**src/design/ccr_params.svh**
```systemverilog
/*
 channel calibration register map: offsets, field positions, reset values.
 assumes inclusion by bare name from design files only.
*/
`ifndef CCR_PARAMS_SVH
`define CCR_PARAMS_SVH
// *****************************
// register indices (byte addr = 4 * index)
// *****************************
`define CCR_IDX_OFS_HI      8'h19
`define CCR_IDX_OFS_LO      8'h1a
`define CCR_IDX_GAIN_HI     8'h1b
`define CCR_IDX_GAIN_LO     8'h1c
// *****************************
// field positions and reset values
// *****************************
`define CCR_HI_MSB          15
`define CCR_LO_FIELD_MSB    15
`define CCR_LO_FIELD_LSB    8
`define CCR_RST_OFS_HI      16'h0000
`define CCR_RST_OFS_LO      8'h00
`define CCR_RST_GAIN_HI     16'h8000
`define CCR_RST_GAIN_LO     8'h00
`define CCR_RD_LATENCY      1
`endif

```
**src/design/ccr_pkg.sv**
```systemverilog
/*
 types for the channel calibration register bank.
 assumes nothing of its surroundings.
*/
`default_nettype none
package ccr_pkg;
   typedef enum logic [2:0] {
      CCR_IDLE = 3'b001,
      CCR_RESP = 3'b010,
      CCR_HOLD = 3'b100
   } ccr_state_t;

   typedef struct packed {
      logic [15:0] ofs_hi;
      logic [7:0]  ofs_lo;
      logic [15:0] gain_hi;
      logic [7:0]  gain_lo;
   } ccr_trim_t;
endpackage : ccr_pkg
`default_nettype wire

```
**src/design/ccr_regs.sv**
```systemverilog
/*
 calibration register bank for converter channel 3, avalon-mm slave.
 assumes one clock, async active-low reset, 32-bit avalon-mm master.
*/
// The Avalon-MM slave port was decided locally.
`timescale 1ns/1ps
`default_nettype none
`include "ccr_params.svh"
module ccr_regs (
   input  wire logic        sys_clk,
   input  wire logic        rst_n,
   input  wire logic [7:0]  avs_address,
   input  wire logic        avs_read,
   input  wire logic        avs_write,
   input  wire logic [31:0] avs_writedata,
   input  wire logic [3:0]  avs_byteenable,
   output logic [31:0]      avs_readdata,
   output logic             avs_waitrequest,
   output logic [1:0]       avs_response,
   output logic [23:0]      offset_trim,
   output logic [23:0]      gain_trim
);
   import ccr_pkg::*;

   // *****************************
   // state
   // *****************************
   typedef struct packed {
      ccr_state_t  st;
      ccr_trim_t   trim;
      logic [31:0] rdata;
      logic [1:0]  resp;
      logic        wreq;
   } ccr_regs_state_t;

   ccr_regs_state_t s_r;
   ccr_regs_state_t s_nxt;
   logic            hit_ofs_hi;
   logic            hit_ofs_lo;
   logic            hit_gain_hi;
   logic            hit_gain_lo;
   logic            any_hit;

   ccr_decode u_dec (
      .address     (avs_address),
      .hit_ofs_hi  (hit_ofs_hi),
      .hit_ofs_lo  (hit_ofs_lo),
      .hit_gain_hi (hit_gain_hi),
      .hit_gain_lo (hit_gain_lo)
   );

   assign any_hit = hit_ofs_hi | hit_ofs_lo | hit_gain_hi | hit_gain_lo;

   function automatic logic [15:0] merge16(input logic [15:0] old, input logic [31:0] wd,
                                           input logic [3:0] be);
      merge16 = {be[1] ? wd[15:8] : old[15:8], be[0] ? wd[7:0] : old[7:0]};
   endfunction : merge16

   // *****************************
   // next state
   // *****************************
   always_comb begin
      s_nxt = s_r;
      case (s_r.st)
         CCR_IDLE: begin
            s_nxt.wreq = 1'b1;
            if (avs_read || avs_write) begin
               s_nxt.st     = CCR_RESP;
               s_nxt.wreq   = 1'b0;
               s_nxt.resp   = any_hit ? 2'h0 : 2'h3;
               s_nxt.rdata  = 32'h0000_0000;
               if (avs_write) begin
                  if (hit_ofs_hi)
                     s_nxt.trim.ofs_hi = merge16(s_r.trim.ofs_hi, avs_writedata,
                                                 avs_byteenable);
                  if (hit_gain_hi)
                     s_nxt.trim.gain_hi = merge16(s_r.trim.gain_hi, avs_writedata,
                                                  avs_byteenable);
                  if (hit_ofs_lo && avs_byteenable[1])
                     s_nxt.trim.ofs_lo = avs_writedata[`CCR_LO_FIELD_MSB:`CCR_LO_FIELD_LSB];
                  if (hit_gain_lo && avs_byteenable[1])
                     s_nxt.trim.gain_lo = avs_writedata[`CCR_LO_FIELD_MSB:`CCR_LO_FIELD_LSB];
               end else begin
                  if (hit_ofs_hi)
                     s_nxt.rdata = {16'h0000, s_r.trim.ofs_hi};
                  if (hit_ofs_lo)
                     s_nxt.rdata = {16'h0000, s_r.trim.ofs_lo, 8'h00};
                  if (hit_gain_hi)
                     s_nxt.rdata = {16'h0000, s_r.trim.gain_hi};
                  if (hit_gain_lo)
                     s_nxt.rdata = {16'h0000, s_r.trim.gain_lo, 8'h00};
               end
            end
         end
         CCR_RESP: begin
            // answer shown this cycle; master releases at this edge
            s_nxt.st    = CCR_HOLD;
            s_nxt.wreq  = 1'b1;
            s_nxt.rdata = 32'h0000_0000;
            s_nxt.resp  = 2'h0;
         end
         CCR_HOLD: begin
            // one idle cycle so a held request is not taken twice
            s_nxt.st = CCR_IDLE;
         end
         default: begin
            s_nxt.st   = CCR_IDLE;
            s_nxt.wreq = 1'b1;
         end
      endcase
   end

   // *****************************
   // registers
   // *****************************
   always_ff @(posedge sys_clk or negedge rst_n) begin
      if (!rst_n) begin
         s_r.st           <= CCR_IDLE;
         s_r.trim.ofs_hi  <= `CCR_RST_OFS_HI;
         s_r.trim.ofs_lo  <= `CCR_RST_OFS_LO;
         s_r.trim.gain_hi <= `CCR_RST_GAIN_HI;
         s_r.trim.gain_lo <= `CCR_RST_GAIN_LO;
         s_r.rdata        <= 32'h0000_0000;
         s_r.resp         <= 2'h0;
         s_r.wreq         <= 1'b1;
      end else begin
         s_r <= s_nxt;
      end
   end

   // *****************************
   // outputs
   // *****************************
   assign avs_readdata    = s_r.rdata;
   assign avs_waitrequest = s_r.wreq;
   assign avs_response    = s_r.resp;
   assign offset_trim     = {s_r.trim.ofs_hi, s_r.trim.ofs_lo};
   assign gain_trim       = {s_r.trim.gain_hi, s_r.trim.gain_lo};
endmodule : ccr_regs
`default_nettype wire

```
**src/design/ccr_decode.sv**
```systemverilog
/*
 address decoder: maps an avalon byte address to one of the four registers.
 assumes word-aligned 32-bit accesses with an 8-bit byte address.
*/
`timescale 1ns/1ps
`default_nettype none
`include "ccr_params.svh"
module ccr_decode (
   input  wire logic [7:0] address,
   output logic            hit_ofs_hi,
   output logic            hit_ofs_lo,
   output logic            hit_gain_hi,
   output logic            hit_gain_lo
);
   function automatic logic idx_hit(input logic [7:0] a, input logic [7:0] idx);
      idx_hit = (a[1:0] == 2'h0) && (a[7:2] == idx[5:0]);
   endfunction : idx_hit

   always_comb begin
      hit_ofs_hi  = idx_hit(address, `CCR_IDX_OFS_HI);
      hit_ofs_lo  = idx_hit(address, `CCR_IDX_OFS_LO);
      hit_gain_hi = idx_hit(address, `CCR_IDX_GAIN_HI);
      hit_gain_lo = idx_hit(address, `CCR_IDX_GAIN_LO);
   end
endmodule : ccr_decode
`default_nettype wire

```
**config.mk**
```make
export PLATFORM = sky130hd
export DESIGN_NAME = ccr_regs
export DESIGN_NICKNAME = d
export VERILOG_FILES = /design/src/design/ccr_pkg.sv /design/src/design/ccr_regs.sv /design/src/design/ccr_decode.sv
export VERILOG_INCLUDE_DIRS = /design/src /design/src/design
export SDC_FILE = /design/constraint.sdc
export NUM_CORES = 1
export LEC_CHECK = 0
export BUFFER_PORTS_ARGS = -buffer_cell sky130_fd_sc_hd__buf_2
export CAP_MARGIN = 0
export CORE_ASPECT_RATIO = 1.25
export CORE_UTILIZATION = 50
export CTS_CLUSTER_DIAMETER = 150
export CTS_CLUSTER_SIZE = 40
export DETAILED_ROUTE_END_ITERATION = 10
export PLACE_DENSITY_LB_ADDON = 0.05
export SYNTH_ARGS = -nofsm -noshare
export SYNTH_HDL_FRONTEND = slang
export SYNTH_SLANG_ARGS = --single-unit
```
**constraint.sdc**
```tcl
create_clock -name sys_clk -period 1.9 [get_ports sys_clk]
set_input_delay 0.475 -clock sys_clk [delete_from_list [all_inputs] [get_ports sys_clk]]
set_output_delay 0.475 -clock sys_clk [all_outputs]
set_load 0.05 [all_outputs]
```
After elaboration in Yosys (flattened, before gate mapping) --
Cells that the tools add are included.
Word-level totals: output and inout bits 83, logic and storage cells 56, register bits 86, input port bits 48
Cells by class: eq/ne operators 8, muxes and demuxes 19, reductions and logical operators 16, bitwise logic cells 3
Operator list (number):
- $mux W32 | 4
- $mux W86 | 1
- $pmux W34 S2 | 1
- $mux W16 | 3
- $mux W48 | 1
- $mux W8 | 6
- $eq A6 B5 Y1 const B | 4
- $reduce_and A5 Y1 | 4
- $reduce_and A4 Y1 | 2
- $logic_and A1 B1 Y1 | 6
- $pmux W3 S2 | 1
- $eq A3 B1 Y1 const B | 1
- $eq A3 B2 Y1 const B | 1
- $eq A3 B3 Y1 const B | 1
- $or A1 B1 Y1 | 3
- $logic_not A2 Y1 | 1
- $mux W2 | 1
- $ne A2 B2 Y1 const B | 1
- $pmux W1 S2 | 1
- $reduce_and A2 Y1 | 1
- $reduce_bool A2 Y1 | 1
- $logic_or A1 B1 Y1 | 1

Depth between registers and ports, before layout --
Gate-level depths: netlist of the first run.
depth after elaboration 9, depth in mapped cells 5, mapped depth without buffers 3

Modules after synthesis --
Synthesis of the first run repeated with hierarchy kept, for this count alone.
Unflattened totals: cells, all modules 298, area total of the unflattened synthesis 3689.8 µm²
By module, submodules not included:
- ccr_regs | cells each 291, instances 1, sequential area each 1730.4 µm², area each 3603.5 µm²
- ccr_decode | cells each 7, instances 1, sequential area each 0.0 µm², area each 86.3 µm²

Worst setup path after synthesis of the first run --
Ideal clock, no wire load.
path kind input to register, start input avs_address[3], end register s_r, in the netlist gain_trim[0], buffers on the path 2, setup time 0.125 ns, data required time 1.775 ns, stages on the path 5, data arrival time 1.658 ns, path slack 0.117 ns, cells stage by stage or3b_1 > buf_2 > and4b_1 > buf_6 > mux2_2
On the way: longest elaborated chain between the ends 4
Ends and longest elaborated chain:
- start: declaration | line ccr_regs.sv:12 | input wire logic [7:0] avs_address,
- $eq A6 B5 Y1 | line ccr_decode.sv:16 | idx_hit = (a[1:0] == 2'h0) && (a[7:2] == idx[5:0]);
- $logic_and A1 B1 Y1 | line ccr_decode.sv:16
- $logic_and A1 B1 Y1 | line ccr_regs.sv:81 | if (hit_gain_lo && avs_byteenable[1])
- $reduce_and A4 Y1 (no source line)
- end signal: assignment | line ccr_regs.sv:127 | s_r <= s_nxt;
- end: declaration | line ccr_regs.sv:36 | ccr_regs_state_t s_r;
No other way between the ends. A chain may end at the register's enable or synchronous reset.

Final worst setup path of the first run --
start register s_r[83] (netlist bit), end register s_r, in the netlist offset_trim[5]
On the way: longest elaborated chain between the ends 2
Ends and longest elaborated chain:
- $eq A3 B1 Y1 | line ccr_regs.sv:64 | case (s_r.st)
- $reduce_and A4 Y1 (no source line)
No other way between the ends.

==> flow_metrics.tcl, run 1 <==
set metrics [dict create \
    path_delay_family "simple AND/OR/NAND/NOR gates" \
    hp-class "in -> async" \
    slowest_delay_ns 0.57 \
    fmax_mhz 570 \
    rr_startpoint "s_r[83]$_DFFE_PN1P_" \
    layout.nets 406 \
    wl_per_cell_um 16.0 \
    gp_congestion 0.780 \
    n_fill_cell 632 \
    crit_chain "nor4bb_1 > and4b_1 > buf_12 > mux2_2" \
    cts_tree "yes" \
    synth_ff_type "dfrtp_1" \
    clk_path_buf_depth 2 \
    syn_avg_cell_area_um2 12.2 \
    synthCells 303 \
    vias_per_cell 5.15 \
    dp_slack_ns -0.0327 \
    synth_top_area_share_pct 44.6 \
    cp.arrival_ns 1.98 \
    crit_buf_inv 1 \
    placed_cells 437 \
    diodes 0 \
    cts_max_level 3 \
    period_share_pct 92.4 \
    start_util_pct 52.5 \
    ys_seq_elements 69 \
    place_area_mm2 0.00396 \
    fin_skew_ns 0.00814 \
    grt_pass1_vias 2316 \
    setup_viol 0 \
    power.total_mw 3.65 \
    grt_pass1_wl_um 11600 \
    cp_data_required_time_ns 2.12 \
    synth_common_cells "buf_4 (82), dfrtp_1 (66), mux2_2 (47)" \
    grt_use_total_pct 19.8 \
    io_pins 131 \
    rsz0062_at_grt "no" \
    clock_latency_ns 0.33 \
    synth.most_common_cell "buf_4" \
    core-area_mm2 0.00706 \
    critical_path.max_fanout 8 \
    hold_viol_final 0 \
    synth_area_leaders "dfrtp_1 (45%), buf_4 (17%), mux2_2 (14%), mux2i_1 (4.3%), dfstp_2 (2.1%)" \
    rrSetupSlack_ns 0.14 \
    reg2reg_depth 4 \
    synth_warnings 0 \
    place.detailed.hpwl_um 5110 \
    post-synth-top-area-cell "dfrtp_1" \
    end_kind "register" \
    drt_iter0_markers 104 \
    postLayoutCoreUtil_pct 59.0 \
    cts_hold_repair.buffers 0 \
    clkTransAtPathRegs_ns 0.07 \
    dieWidth_um 79.0 \
    cts_resized 0 \
    p_leak_nw 2.32 \
    drive_above_1_share_pct 55.9 \
    portBuffers 96 \
    stdcell_count 453 \
    grt_max_degree 70 \
    std_cell_rows 34 \
    reg2reg_to "offset_trim[5]$_DFFE_PN0P_" \
    final_max_slew_viol_count 0 \
    dr_total_vias 2332 \
    drv_cap 0 \
    grt_remaining_overflow 0 \
    die_h_um 98.3 \
    final_area_mm2 0.00417 \
    worst_slack_ns 0.145 \
    crit_cells 4 \
    antenna_found_initial 0 \
    status "completed" \
    cts_sinks 69 \
    drtPass1Iterations 4 \
    ys_seq_area_share_pct 46.7 \
    synth_edf_count 0 \
    postCtsSetupRepairBufs 0 \
    async_flop_share_pct 100 \
    dieArea_mm2 0.00776 \
    criticalPathCategory "reg -> reg" \
    antenna_left 0 \
    numCtsBuffers 9 \
    drt_wl_total_um 7250 \
    ctsRootBufferMaster "clkbuf_8" \
    crit_slowest_cell "dfstp_2" \
    period_minus_slack_ns 1.76 \
    drc 0 \
    syn_area_mm2 0.00371 \
    ir_drop_mv 0.549 \
    cp-start-kind "register" \
    power_density_mw_per_mm2 876 \
    syn_to_final_growth_pct 12.5 \
    yosys.cell_types.count 38 \
]
-- per-stage QoR --
stage | setup TNS [ns] | hold slack [ns]
2_1_floorplan | 0 | 0.179
3_3_place_gp | -0.146 | 0.467
3_5_place_dp | -0.115 | 0.468
4_1_cts | 0 | 0.159
5_1_grt | 0 | 0.182
6_report | 0 | 0.139
-- cells in the final DEF (no fill, tap or decap) --
cell type / n
or2_2: 7
mux2i_1: 16
and4b_1: 2
or3b_1: 2
bufinv_16: 2
and3b_1: 1
o21bai_1: 1
clkbuf_8: 9
nor3b_1: 5
o21ba_2: 1
nor4bb_1: 4
dfrtp_1: 66
clkbuf_1: 2
nor2b_1: 1
o21ai_0: 1
nand4_1: 1
o221a_2: 1
nand2b_1: 1
nand4b_1: 1
a22o_1: 1
and4bb_2: 1
conb_1: 16
mux2_1: 1
o221ai_1: 7
a32o_1: 7
o2bb2ai_1: 9
or3_1: 1
buf_2: 96
nand2_1: 8
nor4b_1: 1
clkinv_2: 3
dfstp_2: 3
o2111ai_1: 1
nand4_2: 4
or2_0: 1
nor2_1: 2
buf_4: 23
buf_12: 6
and3_1: 1
mux2_2: 47
-- worst max-delay path by stage --
| stage | endpoint | from | slack [ns] |
|---|---|---|---|
| 2_1_floorplan | gain_trim[0]$_DFFE_PN0P_ | avs_address[3] | 0.12 |
| 3_3_place_gp | gain_trim[7]$_DFFE_PN0P_ | avs_address[4] | -0.03 |
| 3_5_place_dp | gain_trim[7]$_DFFE_PN0P_ | avs_address[4] | -0.03 |
| 4_1_cts | offset_trim[7]$_DFFE_PN0P_ | s_r[83]$_DFFE_PN1P_ | 0.15 |
| 5_1_grt | offset_trim[7]$_DFFE_PN0P_ | s_r[83]$_DFFE_PN1P_ | 0.08 |
| 6_report | offset_trim[5]$_DFFE_PN0P_ | s_r[83]$_DFFE_PN1P_ | 0.14 |
-- worst reg2reg max path: cells and delay by family, from the launching register on --
kind                   cells  cell delay [ns]
DFF                        1             0.57
and+or+nand+nor            2             0.59
buffers and inverters      1             0.14
muxes                      1             0.34
-- cells by family (layout without fill, tap and decap cells) --
family,count (synthesis),in the layout,share of synthesized area (%)
buffers and inverters,96,141,18.5
other,1,16,0.101
DFF,69,69,46.7
muxes,64,64,18.9
and+or+nand+nor,44,44,8.71
AOI/OAI and AO/OA,29,29,7.06
-- registers in the layout, indices dropped and copies added (netlist names) --
| register | count |
|---|---|
| gain_trim | 24 |
| offset_trim | 24 |
| avs_readdata | 16 |
| s_r | 3 |
| avs_response | 1 |
| avs_waitrequest | 1 |
-- power by group --
group	total (mW)	switching (mW)	internal (mW)
combinational	0.769	0.548	0.221
clock	1.25	0.521	0.733
sequential	1.63	0.0700	1.56
-- layout make-up --
| class | count | area [um^2] | share of cell area [%] |
|---|---|---|---|
| well taps | 90 | 113 | 2.70 |
| clock buffers | 11 | 131 | 3.15 |
| clock inverters | 5 | 75.1 | 1.80 |
| repair buffers | 125 | 773 | 18.6 |
| multi-input cells | 153 | 1350 | 32.3 |
| flip-flops and latches | 69 | 1730 | 41.5 |
-- routing by layer --
| layer | track usage [%] | vias up | wire [um] |
|---|---|---|---|
| li1 | - | 1097 | - |
| met1 | 25.2 | 1147 | 3230 |
| met2 | 32.1 | 78 | 3460 |
| met3 | 4.58 | 10 | 441 |
| met4 | 8.81 | 0 | 114 |
| met5 | 0 | - | 0 |
No activity file was read; power rests on OpenSTA's default activity.
==> run 2: changes to the inputs <==
--- a/config.mk
+++ b/config.mk
@@ -14,6 +14,7 @@
 export CTS_CLUSTER_SIZE = 40
 export DETAILED_ROUTE_END_ITERATION = 10
 export PLACE_DENSITY_LB_ADDON = 0.05
+export RECOVER_POWER = 25
 export SYNTH_ARGS = -nofsm -noshare
 export SYNTH_HDL_FRONTEND = slang
 export SYNTH_SLANG_ARGS = --single-unit
==> run 2 against run 1 <==
Effect of this change:
- routed wire length rose by 0.14%
- the flow now finishes with violations (capacitance limit, slew limit)
- global-route usage did not move
- sequential power is essentially flat
- fmax barely moved
- largest power group unchanged
- largest cell class unchanged
- clock-buffer cell count did not move
- highest routed layer unchanged
- die area is the same
- flip-flop and latch count did not move
- final cell count is the same
==> flow_metrics.tcl, run 2 (same netlist as run 1, synthesis figures left out) <==
set metrics [dict create \
    gp_congestion 0.780 \
    numCtsBuffers 9 \
    reg2reg_depth 4 \
    cts_sinks 69 \
    vias_per_cell 5.14 \
    grt_remaining_overflow 0 \
    p_comb_share_pct 21.0 \
    antenna_found_initial 0 \
    violations "capacitance limit, slew limit" \
    rr_startpoint "s_r[83]$_DFFE_PN1P_" \
    min_from "avs_writedata[2]" \
    whs_endpoint "offset_trim[10]$_DFFE_PN0P_" \
    fin_skew_ns 0.00816 \
    postLayoutCoreUtil_pct 58.8 \
    die_h_um 98.3 \
    cts_max_level 3 \
    io_pins 131 \
    worstHoldPathCells 2 \
    criticalPathCategory "reg -> reg" \
    drive_above_1_share_pct 55.9 \
    rrSetupSlack_ns 0.15 \
    rsz0062_at_grt "no" \
    busiest_layer "met2" \
    power_density_mw_per_mm2 878 \
    setup_viol 0 \
    core-area_mm2 0.00706 \
    drt_wl_total_um 7260 \
    clk_path_buf_depth 2 \
    crit_buf_inv 1 \
    final_cell_mix "buf_2 (97), dfrtp_1 (66), mux2_2 (47)" \
    seq_power_share_pct 44.6 \
    drc 0 \
    place_area_mm2 0.00396 \
    slowest_delay_ns 0.57 \
    final_common_cell "buf_2" \
    n_fill_cell 634 \
    portBuffers 96 \
    hold_viol_final 0 \
    dieWidth_um 79.0 \
    std_cell_rows 34 \
    start_util_pct 52.5 \
    switching_share_pct 31.2 \
    grtUsageMet2_pct 32.1 \
    ctsRootBufferMaster "clkbuf_8" \
    diodes 0 \
    antenna_left 0 \
    period_share_pct 92.4 \
    cts_resized 0 \
    status "complete, but fails checks" \
    use_met1_pct 25.2 \
    end_kind "register" \
    period_minus_slack_ns 1.75 \
    wl_per_cell_um 16.0 \
    grt_use_total_pct 19.8 \
    crit_chain "nor4bb_1 > and4b_1 > buf_12 > mux2_2" \
    grt_max_degree 70 \
    worst_pin_slew_ns 1.56 \
    hp-class "in -> reg" \
    final_max_slew_viol_count 70 \
    met3_usage_pct 4.58 \
    cp_data_required_time_ns 2.12 \
    dieArea_mm2 0.00776 \
    drtPass1Iterations 4 \
    postCtsSetupRepairBufs 0 \
    critical_path.max_fanout 8 \
    drv_cap 1 \
    reg2reg_to "offset_trim[5]$_DFFE_PN0P_" \
    relSlewSlack_pct -3.98 \
    cp-start-kind "register" \
    path_delay_family "simple AND/OR/NAND/NOR gates" \
    p_leak_nw 2.32 \
    intPower_mw 2.51 \
    cts_hold_repair.buffers 0 \
    fin_worst_hold_slack_ns 0.384 \
    layout.nets 406 \
    grt_pass1_vias 2316 \
    cp.arrival_ns 1.98 \
    final_area_mm2 0.00415 \
    clockPowerShare_pct 34.4 \
    syn_to_final_growth_pct 12.1 \
    grt_pass1_wl_um 11600 \
    drt_iter0_markers 104 \
    dr_total_vias 2329 \
    clkTransAtPathRegs_ns 0.07 \
    power.switching_mw 1.14 \
    cts_tree "yes" \
    ir_drop_mv 0.549 \
    clock_latency_ns 0.33 \
    crit_slowest_cell "dfstp_2" \
    place.detailed.hpwl_um 5110 \
    fmax_mhz 570 \
]
[run 2: cell counts in the layout (fill, tap and decap cells not counted)]
No cell type changed its count.
[run 2: per-layer routing]
layer,wire (um),share of wire (%)
met1,3250,45
met2,3460,48
met5,0,0
met4,114,1.6
met3,430,5.9
[run 2: worst max-delay path by stage]
stage	cells after the start	end	slack [ns]	start
3_5_place_dp	6	gain_trim[7]$_DFFE_PN0P_	-0.03	avs_address[4]
3_3_place_gp	6	gain_trim[7]$_DFFE_PN0P_	-0.03	avs_address[4]
5_1_grt	2	gain_trim[2]$_DFFE_PN0P_	0.05	rst_n
4_1_cts	4	offset_trim[7]$_DFFE_PN0P_	0.15	s_r[83]$_DFFE_PN1P_
6_report	4	offset_trim[5]$_DFFE_PN0P_	0.15	s_r[83]$_DFFE_PN1P_
2_1_floorplan	5	gain_trim[0]$_DFFE_PN0P_	0.12	avs_address[3]
[run 2: layout make-up]
cell class	instances	area (um^2)	area share, %
Multi-Input combinational cell	153	1350	32.4
Timing Repair Buffer	125	758	18.3
Sequential cell	69	1730	41.7
Tap cell	90	113	2.71
Clock inverter	5	75.1	1.81
Clock buffer	11	131	3.16
[run 2: through the flow]
| step | cells | setup TNS [ns] | power [mW] | worst slack, ns |
|---|---|---|---|---|
| after floorplan | 318 | 0 | 2.29 | 0.117 |
| after global placement | 437 | -0.146 | 2.43 | -0.0312 |
| after detailed placement | 437 | -0.115 | 2.44 | -0.0327 |
| after CTS | 453 | 0 | 3.70 | 0.154 |
| after global routing | 453 | 0 | 3.80 | 0.0550 |
| final | 453 | 0 | 3.65 | 0.145 |
[run 2: power by group through the flow]
stage,registers (mW),clock network (mW),logic (mW)
2_1_floorplan,1.67,0,0.622
3_3_place_gp,1.65,0,0.778
3_5_place_dp,1.65,0,0.784
4_1_cts,1.63,1.29,0.784
5_1_grt,1.64,1.34,0.818
6_report,1.63,1.25,0.765
